===== src/verilog/mfid_defs.vh =====
// Purpose: Constants for the multifunction input decoder
// Assumes: AXI4-Lite register word-aligned byte addresses, 40 MHz clock
// Notes: Included by every design file
`ifndef MFID_DEFS_VH
`define MFID_DEFS_VH
// ------------------------------------------------------------
// Register offsets
// ------------------------------------------------------------
`define MFID_REG_FUNC 12'h000
`define MFID_REG_ACT 12'h004
`define MFID_REG_CFG 12'h008
`define MFID_REG_CMD 12'h00c
`define MFID_REG_STAT 12'h010
`define MFID_REG_PIN 12'h014
// ------------------------------------------------------------
// Reset values
// ------------------------------------------------------------
`define MFID_FUNC_RST 20'h00000
`define MFID_ACT_RST 15'h0000
`define MFID_CFG_RST 10'h000
// ------------------------------------------------------------
// Config register fields
// ------------------------------------------------------------
`define MFID_CFG_SLOW_LSB 0
`define MFID_CFG_SLOW_MSB 6
`define MFID_CFG_LATCH 7
`define MFID_CFG_FLASH 8
`define MFID_CFG_PROG 9
// ------------------------------------------------------------
// Status register fields
// ------------------------------------------------------------
`define MFID_ST_INH 0
`define MFID_ST_RELEASE 1
`define MFID_ST_BRK_FAULT 2
`define MFID_ST_THR_FAULT 3
`define MFID_ST_REV 4
`define MFID_ST_PROF2 5
`define MFID_ST_SLOW 6
`define MFID_ST_FWD_BLK 7
`define MFID_ST_REV_BLK 8
// ------------------------------------------------------------
// Functions per pin, 4 bits each
// ------------------------------------------------------------
`define MFID_FN_NONE 4'h0
`define MFID_FN_REVERSE 4'h1
`define MFID_FN_RELEASE 4'h2
`define MFID_FN_CHARGER 4'h3
`define MFID_FN_PROFILE2 4'h4
`define MFID_FN_SLOW 4'h5
`define MFID_FN_SLOWSTOP 4'h6
`define MFID_FN_SS_FWD 4'h7
`define MFID_FN_SS_REV 4'h8
`define MFID_FN_WIPER 4'h9
`define MFID_FN_NEUTRAL 4'ha
// ------------------------------------------------------------
// Active settings per pin, 3 bits each
// ------------------------------------------------------------
`define MFID_ACT_LOW 3'h0
`define MFID_ACT_HIGH 3'h1
`define MFID_ACT_OPEN 3'h2
`define MFID_ACT_LOW_HIGH 3'h3
`define MFID_ACT_LOW_OPEN 3'h4
`define MFID_ACT_HIGH_OPEN 3'h5
// ------------------------------------------------------------
// Pin condition codes
// ------------------------------------------------------------
`define MFID_PIN_OPEN 2'h0
`define MFID_PIN_DOWN 2'h1
`define MFID_PIN_UP 2'h2
`define MFID_PIN_RES 2'h3
// ------------------------------------------------------------
// Timing and flash codes
// ------------------------------------------------------------
`define MFID_DEB_CYCLES 16'h0010
`define MFID_FC_NONE 4'h0
`define MFID_FC_BRAKE 4'h5
`define MFID_FC_INHIBIT 4'h6
`define MFID_FC_THROTTLE 4'h7
`endif


===== src/verilog/mfid_debounce.v =====
// Purpose: Synchronise and debounce one pin condition code
// Assumes: Input is asynchronous to clk
// Notes: Output changes only after a stable run of DEB_CYCLES
`timescale 1ns/10ps
`default_nettype none
`include "mfid_defs.vh"
module mfid_debounce #(
   parameter [15:0] DEB_CYCLES = `MFID_DEB_CYCLES
)
(
   input wire clk,
   input wire rst,
   input wire ce,
   input wire [1:0] pin_in,
   output reg [1:0] pin_out
);
   reg [1:0] sync1_r;
   reg [1:0] sync2_r;
   reg [1:0] last_r;
   reg [15:0] cnt_r;
   always @(posedge clk or posedge rst)
   begin
      if (rst)
      begin
         sync1_r <= 2'h0;
         sync2_r <= 2'h0;
         last_r <= 2'h0;
         cnt_r <= 16'h0000;
         pin_out <= 2'h0;
      end
      else if (ce)
      begin
         sync1_r <= pin_in;
         sync2_r <= sync1_r;
         last_r <= sync2_r;
         if (sync2_r != last_r)
            cnt_r <= 16'h0000;
         else if (cnt_r >= DEB_CYCLES)
            pin_out <= last_r;
         else
            cnt_r <= cnt_r + 16'h0001;
      end
   end
endmodule // mfid_debounce
`default_nettype wire


===== src/verilog/mfid_active.v =====
// Purpose: Decode one pin condition against its active setting
// Assumes: Registered output, one cycle latency
// Notes: Resistive pull counts as pulled to its rail for plain levels
`timescale 1ns/10ps
`default_nettype none
`include "mfid_defs.vh"
module mfid_active
(
   input wire clk,
   input wire rst,
   input wire ce,
   input wire [1:0] cond,
   input wire [2:0] act,
   input wire high_rail,
   output reg asserted,
   output reg full
);
   reg dn;
   reg up;
   reg op;
   reg a_nxt;
   always @*
   begin
      op = (cond == `MFID_PIN_OPEN);
      dn = (cond == `MFID_PIN_DOWN) ||
           ((cond == `MFID_PIN_RES) && !high_rail);
      up = (cond == `MFID_PIN_UP) ||
           ((cond == `MFID_PIN_RES) && high_rail);
      case (act)
         `MFID_ACT_LOW: a_nxt = dn;
         `MFID_ACT_HIGH: a_nxt = up;
         `MFID_ACT_OPEN: a_nxt = op;
         `MFID_ACT_LOW_HIGH: a_nxt = !op;
         `MFID_ACT_LOW_OPEN: a_nxt = !up;
         `MFID_ACT_HIGH_OPEN: a_nxt = !dn;
         default: a_nxt = 1'b0;
      endcase
   end
   always @(posedge clk or posedge rst)
   begin
      if (rst)
      begin
         asserted <= 1'b0;
         full <= 1'b0;
      end
      else if (ce)
      begin
         asserted <= a_nxt;
         full <= a_nxt && (cond != `MFID_PIN_RES);
      end
   end
endmodule // mfid_active
`default_nettype wire


===== src/verilog/mfid_top.v =====
// Purpose: Multifunction input decoder with AXI4-Lite registers
// Assumes: 40 MHz clk, asynchronous active-high rst
// Notes: Five input pins, each with function and active setting
//
// Chosen here: the AXI4-Lite slave port and the register offsets.
`timescale 1ns/10ps
`default_nettype none
`include "mfid_defs.vh"
module mfid_top #(
   parameter NPIN = 5,
   parameter [15:0] DEB_CYCLES = `MFID_DEB_CYCLES
)
(
   input wire clk,
   input wire rst,
   input wire ce,
   input wire [2*NPIN-1:0] pin_cond,
   input wire throttle_out_neutral,
   input wire throttle_reverse,
   input wire moving,
   input wire push_over_limit,
   input wire [11:0] s_axi_awaddr,
   input wire s_axi_awvalid,
   output reg s_axi_awready,
   input wire [31:0] s_axi_wdata,
   input wire [3:0] s_axi_wstrb,
   input wire s_axi_wvalid,
   output reg s_axi_wready,
   output reg [1:0] s_axi_bresp,
   output reg s_axi_bvalid,
   input wire s_axi_bready,
   input wire [11:0] s_axi_araddr,
   input wire s_axi_arvalid,
   output reg s_axi_arready,
   output reg [31:0] s_axi_rdata,
   output reg [1:0] s_axi_rresp,
   output reg s_axi_rvalid,
   input wire s_axi_rready,
   output reg dir_reverse,
   output reg drive_enable,
   output reg emergency_decel,
   output reg brake_release,
   output reg profile2,
   output reg slow_active,
   output reg [6:0] speed_cap_pct,
   output reg [3:0] flash_code
);
   // ------------------------------------------------------------
   // Registers
   // ------------------------------------------------------------
   reg [4*NPIN-1:0] func_r;
   reg [3*NPIN-1:0] act_r;
   reg [9:0] cfg_r;
   reg [8:0] stat_w;
   reg [11:0] awaddr_r;
   reg [31:0] wdata_r;
   reg [3:0] wstrb_r;
   reg aw_have_r;
   reg w_have_r;
   wire [6:0] slow_pct = cfg_r[`MFID_CFG_SLOW_MSB:`MFID_CFG_SLOW_LSB];
   wire latch_en = cfg_r[`MFID_CFG_LATCH];
   wire flash_en = cfg_r[`MFID_CFG_FLASH];
   wire prog_sess = cfg_r[`MFID_CFG_PROG];
   // ------------------------------------------------------------
   // Per pin decode
   // ------------------------------------------------------------
   wire [2*NPIN-1:0] cond_d;
   wire [NPIN-1:0] asrt;
   wire [NPIN-1:0] full;
   wire [NPIN-1:0] ss_ok;
   wire [NPIN-1:0] nd_ok;
   genvar g;
   generate
      for (g = 0; g < NPIN; g = g + 1)
      begin : g_pin
         mfid_debounce #(.DEB_CYCLES(DEB_CYCLES)) u_deb
         (
            .clk(clk),
            .rst(rst),
            .ce(ce),
            .pin_in(pin_cond[2*g+1:2*g]),
            .pin_out(cond_d[2*g+1:2*g])
         );
         mfid_active u_act
         (
            .clk(clk),
            .rst(rst),
            .ce(ce),
            .cond(cond_d[2*g+1:2*g]),
            .act(act_r[3*g+2:3*g]),
            .high_rail(act_r[3*g+2:3*g] == `MFID_ACT_HIGH),
            .asserted(asrt[g]),
            .full(full[g])
         );
         assign ss_ok[g] = (act_r[3*g+2:3*g] == `MFID_ACT_LOW) ||
                           (act_r[3*g+2:3*g] == `MFID_ACT_HIGH);
         assign nd_ok[g] = ss_ok[g] ||
                           (act_r[3*g+2:3*g] == `MFID_ACT_OPEN);
      end
   endgenerate
   // ------------------------------------------------------------
   // Function gathering
   // ------------------------------------------------------------
   reg f_rev;
   reg f_rel;
   reg f_stop;
   reg f_slow;
   reg f_prof;
   reg f_fstop;
   reg f_fslow;
   reg f_rstop;
   reg f_rslow;
   reg f_neut;
   reg f_nbad;
   integer i;
   always @*
   begin
      f_rev = 1'b0;
      f_rel = 1'b0;
      f_stop = 1'b0;
      f_slow = 1'b0;
      f_prof = 1'b0;
      f_fstop = 1'b0;
      f_fslow = 1'b0;
      f_rstop = 1'b0;
      f_rslow = 1'b0;
      f_neut = 1'b0;
      f_nbad = 1'b0;
      for (i = 0; i < NPIN; i = i + 1)
      begin
         case (func_r[4*i +: 4])
            `MFID_FN_REVERSE: f_rev = f_rev | asrt[i];
            `MFID_FN_RELEASE: f_rel = f_rel | asrt[i];
            `MFID_FN_CHARGER: f_stop = f_stop | asrt[i];
            `MFID_FN_PROFILE2: f_prof = f_prof | asrt[i];
            `MFID_FN_SLOW:
            begin
               f_slow = f_slow | asrt[i];
               f_stop = f_stop | (asrt[i] && slow_pct == 7'h00);
            end
            `MFID_FN_SLOWSTOP:
            begin
               f_stop = f_stop | (ss_ok[i] & full[i]);
               f_slow = f_slow | (ss_ok[i] & asrt[i] & ~full[i]);
            end
            `MFID_FN_SS_FWD:
            begin
               f_fstop = f_fstop | (ss_ok[i] & full[i]);
               f_fslow = f_fslow | (ss_ok[i] & asrt[i] & ~full[i]);
            end
            `MFID_FN_SS_REV:
            begin
               f_rstop = f_rstop | (ss_ok[i] & full[i]);
               f_rslow = f_rslow | (ss_ok[i] & asrt[i] & ~full[i]);
            end
            `MFID_FN_NEUTRAL:
            begin
               f_neut = f_neut | (nd_ok[i] & asrt[i]);
               f_nbad = f_nbad | ~nd_ok[i];
            end
            default: f_neut = f_neut;
         endcase
      end
   end
   // ------------------------------------------------------------
   // Drive state
   // ------------------------------------------------------------
   reg first_r;
   reg inh_latch_r;
   reg brk_dis_r;
   reg brk_fault_r;
   reg thr_fault_r;
   reg fwd_blk_r;
   reg rev_blk_r;
   reg push_stop_r;
   reg rel_q_r;
   wire inhibit = f_stop | inh_latch_r;
   wire rel_ok = f_rel & rel_q_r & ~brk_dis_r & ~inhibit & ~prog_sess;
   wire at_rest = ~moving & ~throttle_out_neutral;
   wire dir_nxt = throttle_reverse ^ f_rev;
   wire dir_blk = dir_nxt ? (f_rstop | rev_blk_r) : (f_fstop | fwd_blk_r);
   wire dir_slow = dir_nxt ? f_rslow : f_fslow;
   always @(posedge clk or posedge rst)
   begin
      if (rst)
      begin
         first_r <= 1'b1;
         inh_latch_r <= 1'b0;
         brk_dis_r <= 1'b0;
         brk_fault_r <= 1'b0;
         thr_fault_r <= 1'b0;
         fwd_blk_r <= 1'b0;
         rev_blk_r <= 1'b0;
         push_stop_r <= 1'b0;
         rel_q_r <= 1'b0;
         dir_reverse <= 1'b0;
         drive_enable <= 1'b0;
         emergency_decel <= 1'b0;
         brake_release <= 1'b0;
         profile2 <= 1'b0;
         slow_active <= 1'b0;
         speed_cap_pct <= 7'h00;
         flash_code <= `MFID_FC_NONE;
      end
      else if (ce)
      begin
         first_r <= 1'b0;
         rel_q_r <= f_rel;
         if (f_stop && latch_en)
            inh_latch_r <= 1'b1;
         if (f_rel && (first_r || (moving && !rel_q_r)) && !brk_dis_r)
         begin
            brk_dis_r <= 1'b1;
            brk_fault_r <= 1'b1;
         end
         if ((f_neut && throttle_out_neutral) || f_nbad)
            thr_fault_r <= 1'b1;
         if (f_fstop)
            fwd_blk_r <= 1'b1;
         else if (latch_en == 1'b0 && at_rest)
            fwd_blk_r <= 1'b0;
         if (f_rstop)
            rev_blk_r <= 1'b1;
         else if (latch_en == 1'b0 && at_rest)
            rev_blk_r <= 1'b0;
         if (rel_ok && push_over_limit)
            push_stop_r <= 1'b1;
         else if (!rel_ok)
            push_stop_r <= 1'b0;
         // Direction change ramps at normal rate in the drive logic
         dir_reverse <= dir_nxt;
         brake_release <= rel_ok & ~push_stop_r;
         drive_enable <= ~inhibit & ~rel_ok & ~thr_fault_r & ~dir_blk;
         emergency_decel <= inhibit | dir_blk;
         profile2 <= f_prof;
         slow_active <= f_slow | dir_slow;
         speed_cap_pct <= (f_slow | dir_slow) ? slow_pct : 7'h64;
         if (thr_fault_r)
            flash_code <= `MFID_FC_THROTTLE;
         else if (inhibit && flash_en)
            flash_code <= `MFID_FC_INHIBIT;
         else if (brk_fault_r)
            flash_code <= `MFID_FC_BRAKE;
         else
            flash_code <= `MFID_FC_NONE;
      end
   end
   // ------------------------------------------------------------
   // AXI4-Lite slave
   // ------------------------------------------------------------
   always @*
   begin
      stat_w = 9'h000;
      stat_w[`MFID_ST_INH] = inhibit;
      stat_w[`MFID_ST_RELEASE] = rel_ok;
      stat_w[`MFID_ST_BRK_FAULT] = brk_fault_r;
      stat_w[`MFID_ST_THR_FAULT] = thr_fault_r;
      stat_w[`MFID_ST_REV] = dir_nxt;
      stat_w[`MFID_ST_PROF2] = f_prof;
      stat_w[`MFID_ST_SLOW] = f_slow;
      stat_w[`MFID_ST_FWD_BLK] = fwd_blk_r;
      stat_w[`MFID_ST_REV_BLK] = rev_blk_r;
   end
   wire wr_go = aw_have_r && w_have_r && !s_axi_bvalid;
   always @(posedge clk or posedge rst)
   begin
      if (rst)
      begin
         aw_have_r <= 1'b0;
         w_have_r <= 1'b0;
         awaddr_r <= 12'h000;
         wdata_r <= 32'h00000000;
         wstrb_r <= 4'h0;
         s_axi_awready <= 1'b0;
         s_axi_wready <= 1'b0;
         s_axi_bvalid <= 1'b0;
         s_axi_bresp <= 2'h0;
         s_axi_arready <= 1'b0;
         s_axi_rvalid <= 1'b0;
         s_axi_rresp <= 2'h0;
         s_axi_rdata <= 32'h00000000;
         func_r <= `MFID_FUNC_RST;
         act_r <= `MFID_ACT_RST;
         cfg_r <= `MFID_CFG_RST;
      end
      else if (ce)
      begin
         s_axi_awready <= !aw_have_r && !s_axi_awready && s_axi_awvalid;
         s_axi_wready <= !w_have_r && !s_axi_wready && s_axi_wvalid;
         if (s_axi_awready && s_axi_awvalid)
         begin
            aw_have_r <= 1'b1;
            awaddr_r <= s_axi_awaddr;
         end
         if (s_axi_wready && s_axi_wvalid)
         begin
            w_have_r <= 1'b1;
            wdata_r <= s_axi_wdata;
            wstrb_r <= s_axi_wstrb;
         end
         if (wr_go)
         begin
            aw_have_r <= 1'b0;
            w_have_r <= 1'b0;
            s_axi_bvalid <= 1'b1;
            s_axi_bresp <= 2'h0;
            case (awaddr_r & 12'hffc)
               `MFID_REG_FUNC:
                  if (wstrb_r == 4'hf)
                     func_r <= wdata_r[4*NPIN-1:0];
               `MFID_REG_ACT:
                  if (wstrb_r == 4'hf)
                     act_r <= wdata_r[3*NPIN-1:0];
               `MFID_REG_CFG:
                  if (wstrb_r == 4'hf)
                     cfg_r <= wdata_r[9:0];
               `MFID_REG_CMD:
                  s_axi_bresp <= 2'h0;
               default: s_axi_bresp <= 2'h2;
            endcase
         end
         else if (s_axi_bvalid && s_axi_bready)
            s_axi_bvalid <= 1'b0;
         s_axi_arready <= !s_axi_arready && !s_axi_rvalid && s_axi_arvalid;
         if (s_axi_arready && s_axi_arvalid)
         begin
            s_axi_rvalid <= 1'b1;
            s_axi_rresp <= 2'h0;
            s_axi_rdata <= 32'h00000000;
            case (s_axi_araddr & 12'hffc)
               `MFID_REG_FUNC: s_axi_rdata[4*NPIN-1:0] <= func_r;
               `MFID_REG_ACT: s_axi_rdata[3*NPIN-1:0] <= act_r;
               `MFID_REG_CFG: s_axi_rdata[9:0] <= cfg_r;
               `MFID_REG_CMD: s_axi_rdata <= 32'h00000000;
               `MFID_REG_STAT: s_axi_rdata[8:0] <= stat_w;
               `MFID_REG_PIN: s_axi_rdata[2*NPIN-1:0] <= cond_d;
               default: s_axi_rresp <= 2'h2;
            endcase
         end
         else if (s_axi_rvalid && s_axi_rready)
            s_axi_rvalid <= 1'b0;
      end
   end
endmodule // mfid_top
`default_nettype wire


===== config.mk =====
export PLATFORM = sky130hd
export DESIGN_NAME = mfid_top
export DESIGN_NICKNAME = d
export VERILOG_FILES = /design/src/verilog/mfid_debounce.v /design/src/verilog/mfid_active.v /design/src/verilog/mfid_top.v
export VERILOG_INCLUDE_DIRS = /design/src /design/src/verilog
export SDC_FILE = /design/constraint.sdc
export NUM_CORES = 1
export LEC_CHECK = 0
export BUFFER_PORTS_ARGS = -buffer_cell sky130_fd_sc_hd__buf_2
export CAP_MARGIN = 0
export CORE_UTILIZATION = 55
export CTS_BUF_LIST = sky130_fd_sc_hd__clkbuf_4
export CTS_CLUSTER_SIZE = 10
export DETAILED_ROUTE_END_ITERATION = 8
export GPL_ROUTABILITY_DRIVEN = 0
export PLACE_DENSITY = 0.91
export SYNTH_ARGS = -nofsm -noshare
export SYNTH_HDL_FRONTEND = slang
export SYNTH_SLANG_ARGS = --single-unit

===== constraint.sdc =====
create_clock -name clk -period 7.75 [get_ports clk]
set_clock_uncertainty 0.1 [all_clocks]
set_input_delay 0.775 -clock clk [delete_from_list [all_inputs] [get_ports clk]]
set_output_delay 0.775 -clock clk [all_outputs]
set_load 0.05 [all_outputs]

==> flow_metrics.env, run 1 <==
export IMPL_status="complete, no violations"
export IMPL_max_freq_ghz=0.287
export IMPL_path_clk_slew_ns=0.06
export IMPL_cts_root_buffer="clkbuf_4"
export IMPL_ant_nets=0
export IMPL_ys_seq_area_share_pct=53.6
export IMPL_antenna_found_initial=1
export IMPL_wl_per_cell_um=18.0
export IMPL_first_iter_violations=810
export IMPL_arrival_ns=3.90
export IMPL_crit_top_cell="buf_4"
export IMPL_layout_nets=1324
export IMPL_cp_start_kind="primary input"
export IMPL_route_detailed_drc=0
export IMPL_htree_levels=3
export IMPL_worstHoldPathType="primary input to asynchronous set/reset pin"
export IMPL_fin_crit_ns=3.48
export IMPL_post_cts_setup_buffers=0
export IMPL_swShare_pct=29.1
export IMPL_synth_edf_count=0
export IMPL_internal_power_uw=2340
export IMPL_synthArstFlopShare_pct=100
export IMPL_grt_ovfl_total=0
export IMPL_critical_path_required_ns=8.17
export IMPL_insertion_delay_ns=0.66
export IMPL_finalCritPeriodShare_pct=44.9
export IMPL_io_buffers=108
export IMPL_cts_tree="yes"
export IMPL_die_area_mm2=0.0229
export IMPL_slew_limit_headroom_pct=24.2
export IMPL_cap_violations=0
export IMPL_viasPerCell=6.02
export IMPL_synth_distinct_cells=80
export IMPL_grtUsageTotal_pct=25.7
export IMPL_grt_pass1_wl_um=45900
export IMPL_place_ws_ns=3.61
export IMPL_die_x_um=151
export IMPL_cts_sinks=262
export IMPL_r2r_cells=5
export IMPL_p_switching_uw=962
export IMPL_tightestPinTransition_ns=1.14
export IMPL_dp_hpwl_um=19400
export IMPL_vias=9386
export IMPL_crit_type="primary input to flop"
export IMPL_p_comb_share_pct=13.6
export IMPL_area_delta_synth_final_pct=13.1
export IMPL_cts_buffers=69
export IMPL_slowest_stage="and2b_1"
export IMPL_slew_violations=0
export IMPL_hold_buffers=0
export IMPL_setup_ws_ns=4.27
export IMPL_p_leak_uw=0.00651
export IMPL_firstDrtPassIters=7
export IMPL_ys_warn_count=0
export IMPL_syn_cell_area_mm2=0.0122
export IMPL_ios=140
export IMPL_clockBufferDepth=3
export IMPL_endpoint_kind="flop"
export IMPL_seqPwrFrac_pct=50.4
export IMPL_crit_fanout=50
export IMPL_ys_ff_latch=262
export IMPL_max_stage_delay_ns=0.82
export IMPL_rsz0062_at_grt="no"
export IMPL_syn_area_per_cell_um2=11.3
export IMPL_whs_ns=0.245
export IMPL_num_rows=54
export IMPL_drive_gt1_share_pct=27.8
export IMPL_die_y_um=151
export IMPL_start_util_pct=56.1
export IMPL_powerDensity_mw_per_mm2=239
export IMPL_totalWireLength_um=28100
export IMPL_vdd_drop_max_uv=167
export IMPL_grt_pass1_vias=9256
export IMPL_clock_power_share_pct=36.0
export IMPL_crit_path_cell_trace="buf_4 -> inv_2 -> buf_4 -> or4_1 -> nor4_2 -> and2b_1 -> mux2_2"
export IMPL_synthCells=1086
export IMPL_setup_violations=0
export IMPL_core_mm2=0.0218
export IMPL_setup_tns_ns=0
export IMPL_ys_flop_type="dfrtp_1"
export IMPL_hold_viol=0
export IMPL_grt_max_degree=165
export IMPL_post_cts_resized=0
## final timing paths
kind / start / to / slack, ns
max in group asynchronous: rst / g_pin[1].u_deb.sync1_r[1] / 5.93
worst min-delay path: rst / g_pin[2].u_act.asserted / 0.25
worst max-delay path: ce / func_r[15] / 4.27
worst max register to register: w_have_r / func_r[15] / 4.87
worst min register to register: s_axi_rdata[11] / s_axi_rdata[11] / 0.37
min in group clk: pin_cond[7] / g_pin[3].u_deb.sync1_r[1] / 0.25
## worst max-delay path, delay by kind of cell
| kind | cells | cell delay (ns) |
|---|---|---|
| buf+inv | 3 | 0.80 |
| mux | 1 | 0.41 |
| simple gates | 3 | 1.86 |
## routing by layer
| layer | wire, um | vias up | global-route usage, % |
|---|---|---|---|
| li1 | - | 4287 | - |
| met1 | 11500 | 4564 | 33.3 |
| met2 | 13200 | 445 | 40.2 |
| met3 | 2530 | 90 | 7.32 |
| met4 | 849 | 0 | 11.4 |
| met5 | 0 | - | 0.909 |
## metrics by stage
stage,utilization (%),cells,cell area (um^2),power [uW]
final,63.5,1560,13900,3310
after global routing,63.5,1560,13900,3480
after CTS,63.5,1559,13800,3340
after detailed placement,59.5,1441,13000,2140
after global placement,59.5,1441,13000,2100
after floorplan,-,1100,12300,2000
## layout make-up
type	instances	area, um^2
timing repair buffer	117	623
clock inverter	16	103
inverter	25	97.6
multi-input combinational	757	5350
antenna	1	2.50
fill	1654	7970
clock buffer	102	766
tap	280	350
sequential	262	6560
## cell usage after synthesis, drive strengths merged (10+ instances only)
master    n  share of area (%)
dfrtp   261                 53
mux2    122                 11
nor2     92                2.8
nand2    72                2.2
o21ai    42                1.7
a21oi    38                1.6
clkbuf   31               0.96
nor4     27                1.5
nand3    26                1.1
buf      25                1.5
inv      25               0.77
and2     19               0.97
nor4b    16                1.3
a31oi    15               0.77
and3     15               0.77
nand2b   15               0.77
a221oi   13               0.93
xor2     13               0.93
mux2i    12               0.98
nor2b    12               0.61
o22ai    11               0.56
ha       10                1.0
nor3     10               0.41
or4      10               0.61
xnor2    10               0.72
## state kept, by name, summed over array words and instances, names as in the netlist, 10 cells and up
register and count:
g_pin.u_deb.cnt_r 80, cfg_r 10, s_axi_rdata 20, g_pin.u_deb.sync2_r 10, g_pin.u_deb.last_r 10, g_pin.u_deb.sync1_r 10
awaddr_r 10, act_r 15, func_r 20, g_pin.u_deb.pin_out 10, wdata_r 20
## cell families (layout without fill, tap and decap cells)
logic type	Yosys count	in the layout	share of synthesized area, %
muxes	134	134	12.2
other	1	16	0.0306
adders and majority gates	10	10	1.02
AOI/OAI and AO/OA	202	202	11.3
DFF	262	262	53.6
buffers and inverters	81	260	3.22
and+or+nand+nor	373	373	17.0
xor gates and xnor gates	23	23	1.65
## cell usage in the layout, fill, tap and decap left out, drive strengths merged, types with 10 or more instances in the layout
cell    netlist  layout
a21oi        38      38
a221oi       13      13
a31oi        15      15
and2         19      19
and3         15      15
buf          25     117
clkbuf       31     102
clkinv        0      10
conb          1      15
dfrtp       261     261
ha           10      10
inv          25      25
mux2        122     122
mux2i        12      12
nand2        72      72
nand2b       15      15
nand3        26      26
nor2         92      92
nor2b        12      12
nor3         10      10
nor4         27      27
nor4b        16      16
o21ai        42      42
o22ai        11      11
or4          10      10
xnor2        10      10
xor2         13      13
## power groups by stage
| stage | registers (uW) | clock network (uW) | logic (uW) |
|---|---|---|---|
| after global routing | 1680 | 1300 | 495 |
| after global placement | 1670 | 0 | 428 |
| final | 1670 | 1190 | 451 |
| after detailed placement | 1690 | 0 | 451 |
| after CTS | 1660 | 1220 | 455 |
| after floorplan | 1690 | 0 | 304 |
(Power assumes the default switching activity.)
==> run 2: changes to the inputs <==
Settings changed: PLACE_DENSITY 0.91 to 0.88.
Clock period 7.75 ns to 3.6 ns, I/O delays scaled along.
==> run 2 against run 1 <==
Total power rose by 120%. Global-route usage increased by 1.3 points. Worst hold slack got worse by 0.20 ns. Utilization grew 2.9 points. Via count grew 3.2%. Clock power up 120%. Worst setup slack lost 3.4 ns. Count of clock-buffer cells in the layout down 3. Wire length rose by 4.3%. Largest cell class unchanged. Largest power group unchanged.
==> flow_metrics.env, run 2 (synthesis results as in run 1) <==
export IMPL_die_x_um=151
export IMPL_insertion_delay_ns=0.69
export IMPL_worstHoldPathType="primary input to flop"
export IMPL_layout_nets=1384
export IMPL_die_area_mm2=0.0229
export IMPL_io_buffers=108
export IMPL_area_delta_synth_final_pct=18.2
export IMPL_rsz0062_at_grt="no"
export IMPL_viasPerCell=5.98
export IMPL_num_rows=54
export IMPL_place_area_mm2=0.0130
export IMPL_path_clk_slew_ns=0.06
export IMPL_seqPwrFrac_pct=49.7
export IMPL_hold_path_startpoint="s_axi_araddr[7]"
export IMPL_grt_ovfl_total=0
export IMPL_grt_max_degree=92
export IMPL_r2r_cells=6
export IMPL_crit_fanout=6
export IMPL_crit_type="flop to flop"
export IMPL_r2r_start="func_r[10]"
export IMPL_clock_power_share_pct=36.1
export IMPL_firstDrtPassIters=5
export IMPL_cts_buffers=70
export IMPL_grt_pass1_wl_um=48100
export IMPL_max_freq_ghz=0.372
export IMPL_totalWireLength_um=29300
export IMPL_crit_path_cell_trace="or3b_2 -> o32ai_1 -> nor4_1 -> nor4b_1 -> nand3_1 -> o31ai_1"
export IMPL_hold_viol=0
export IMPL_status="complete, no violations"
export IMPL_tightestPinTransition_ns=1.09
export IMPL_finalPower_uw=7240
export IMPL_final_util_pct=66.3
export IMPL_grtUsageTotal_pct=27.0
export IMPL_cap_violations=0
export IMPL_slowest_stage="or3b_2"
export IMPL_finalNonFillerCells=1621
export IMPL_antenna_found_initial=1
export IMPL_dp_cells=1445
export IMPL_cts_sinks=262
export IMPL_dp_hpwl_um=19400
export IMPL_design_area_mm2=0.0145
export IMPL_endpoint_kind="flop"
export IMPL_vdd_drop_max_uv=460
export IMPL_start_util_pct=56.1
export IMPL_cp_start_kind="flop"
export IMPL_finalCritPeriodShare_pct=74.8
export IMPL_route_detailed_drc=0
export IMPL_vias=9688
export IMPL_slew_limit_headroom_pct=26.7
export IMPL_wl_per_cell_um=18.1
export IMPL_core_mm2=0.0218
export IMPL_slew_violations=0
export IMPL_setup_violations=0
export IMPL_cts_tree="yes"
export IMPL_ios=140
export IMPL_largest_reg_flops=80
export IMPL_rrSetupSlack_ns=0.91
export IMPL_worst_r2r_endpoint="brake_release"
export IMPL_hold_buffers=55
export IMPL_drive_gt1_share_pct=26.7
export IMPL_clockBufferDepth=3
export IMPL_mostFrequentLayoutCell="dfrtp_1"
export IMPL_fin_crit_ns=2.69
export IMPL_p_leak_uw=0.00679
export IMPL_min_to="s_axi_rdata[4]"
export IMPL_first_iter_violations=686
export IMPL_setup_tns_ns=0
export IMPL_max_stage_delay_ns=0.54
export IMPL_htree_levels=3
export IMPL_ant_nets=0
export IMPL_largest_register="g_pin.u_deb.cnt_r"
export IMPL_arrival_ns=3.16
export IMPL_p_switching_uw=2110
export IMPL_grt_pass1_vias=9782
export IMPL_final_cell_mix="dfrtp_1, buf_2, clkbuf_4, mux2_2, nor2_1"
export IMPL_internal_power_uw=5130
export IMPL_critPathTopFamily="simple AND/OR/NAND/NOR gates"
export IMPL_powerDensity_mw_per_mm2=500
export IMPL_holdPathStages=4
export IMPL_post_cts_resized=0
export IMPL_die_y_um=151
export IMPL_post_cts_setup_buffers=0
export IMPL_cts_root_buffer="clkbuf_4"
export IMPL_p_comb_share_pct=14.2
export IMPL_critical_path_required_ns=4.07
export IMPL_cp_num_buf_inv=0
export IMPL_swShare_pct=29.2
[run 2: worst max path at each step]
stage | startpoint | endpoint | cells after the start
floorplan | rst | act_r[0] | 1
global placement | ce | func_r[19] | 7
detailed placement | ce | func_r[17] | 7
CTS | cfg_r[4] | flash_code[2] | 6
global route | cfg_r[4] | flash_code[2] | 6
finish | func_r[10] | brake_release | 6
[run 2: power groups by stage]
stage / registers (uW) / clock network [uW] / logic (uW)
floorplan: 3650 / 0 / 655
global route: 3640 / 2820 / 1130
global placement: 3620 / 0 / 931
detailed placement: 3640 / 0 / 976
finish: 3600 / 2620 / 1030
CTS: 3590 / 2680 / 1030
[run 2: metrics by stage]
stage	setup slack (ns)	hold slack [ns]
final	0.908	0.0458
after global routing	0.828	0.0374
after CTS	0.988	0.00149
after detailed placement	0.924	0.361
after global placement	0.949	0.342
after floorplan	-0.315	0.332
[run 2: layout make-up]
| cell class | count | area (um^2) |
|---|---|---|
| Clock inverter | 20 | 140 |
| Timing Repair Buffer | 176 | 1230 |
| Fill cell | 1572 | 7350 |
| Multi-Input combinational cell | 757 | 5350 |
| Inverter | 25 | 97.6 |
| Antenna cell | 2 | 5.00 |
| Clock buffer | 99 | 743 |
| Tap cell | 280 | 350 |
| Sequential cell | 262 | 6560 |
[run 2: per-layer routing]
metal | GRT usage [%] | up-vias | routed length [um]
met3 | 6.63 | 115 | 2330
met4 | 13.4 | 0 | 1210
met5 | 0 | - | 0
met1 | 34.5 | 4690 | 11900
li1 | - | 4434 | -
met2 | 43.0 | 449 | 13900
[run 2: worst register-to-register path: stages (launching register included)]
cell and delay (ns):
dfrtp_1 0.44, or3b_2 0.54, o32ai_1 0.37, nor4_1 0.17, nor4b_1 0.47, nand3_1 0.23, o31ai_1 0.25
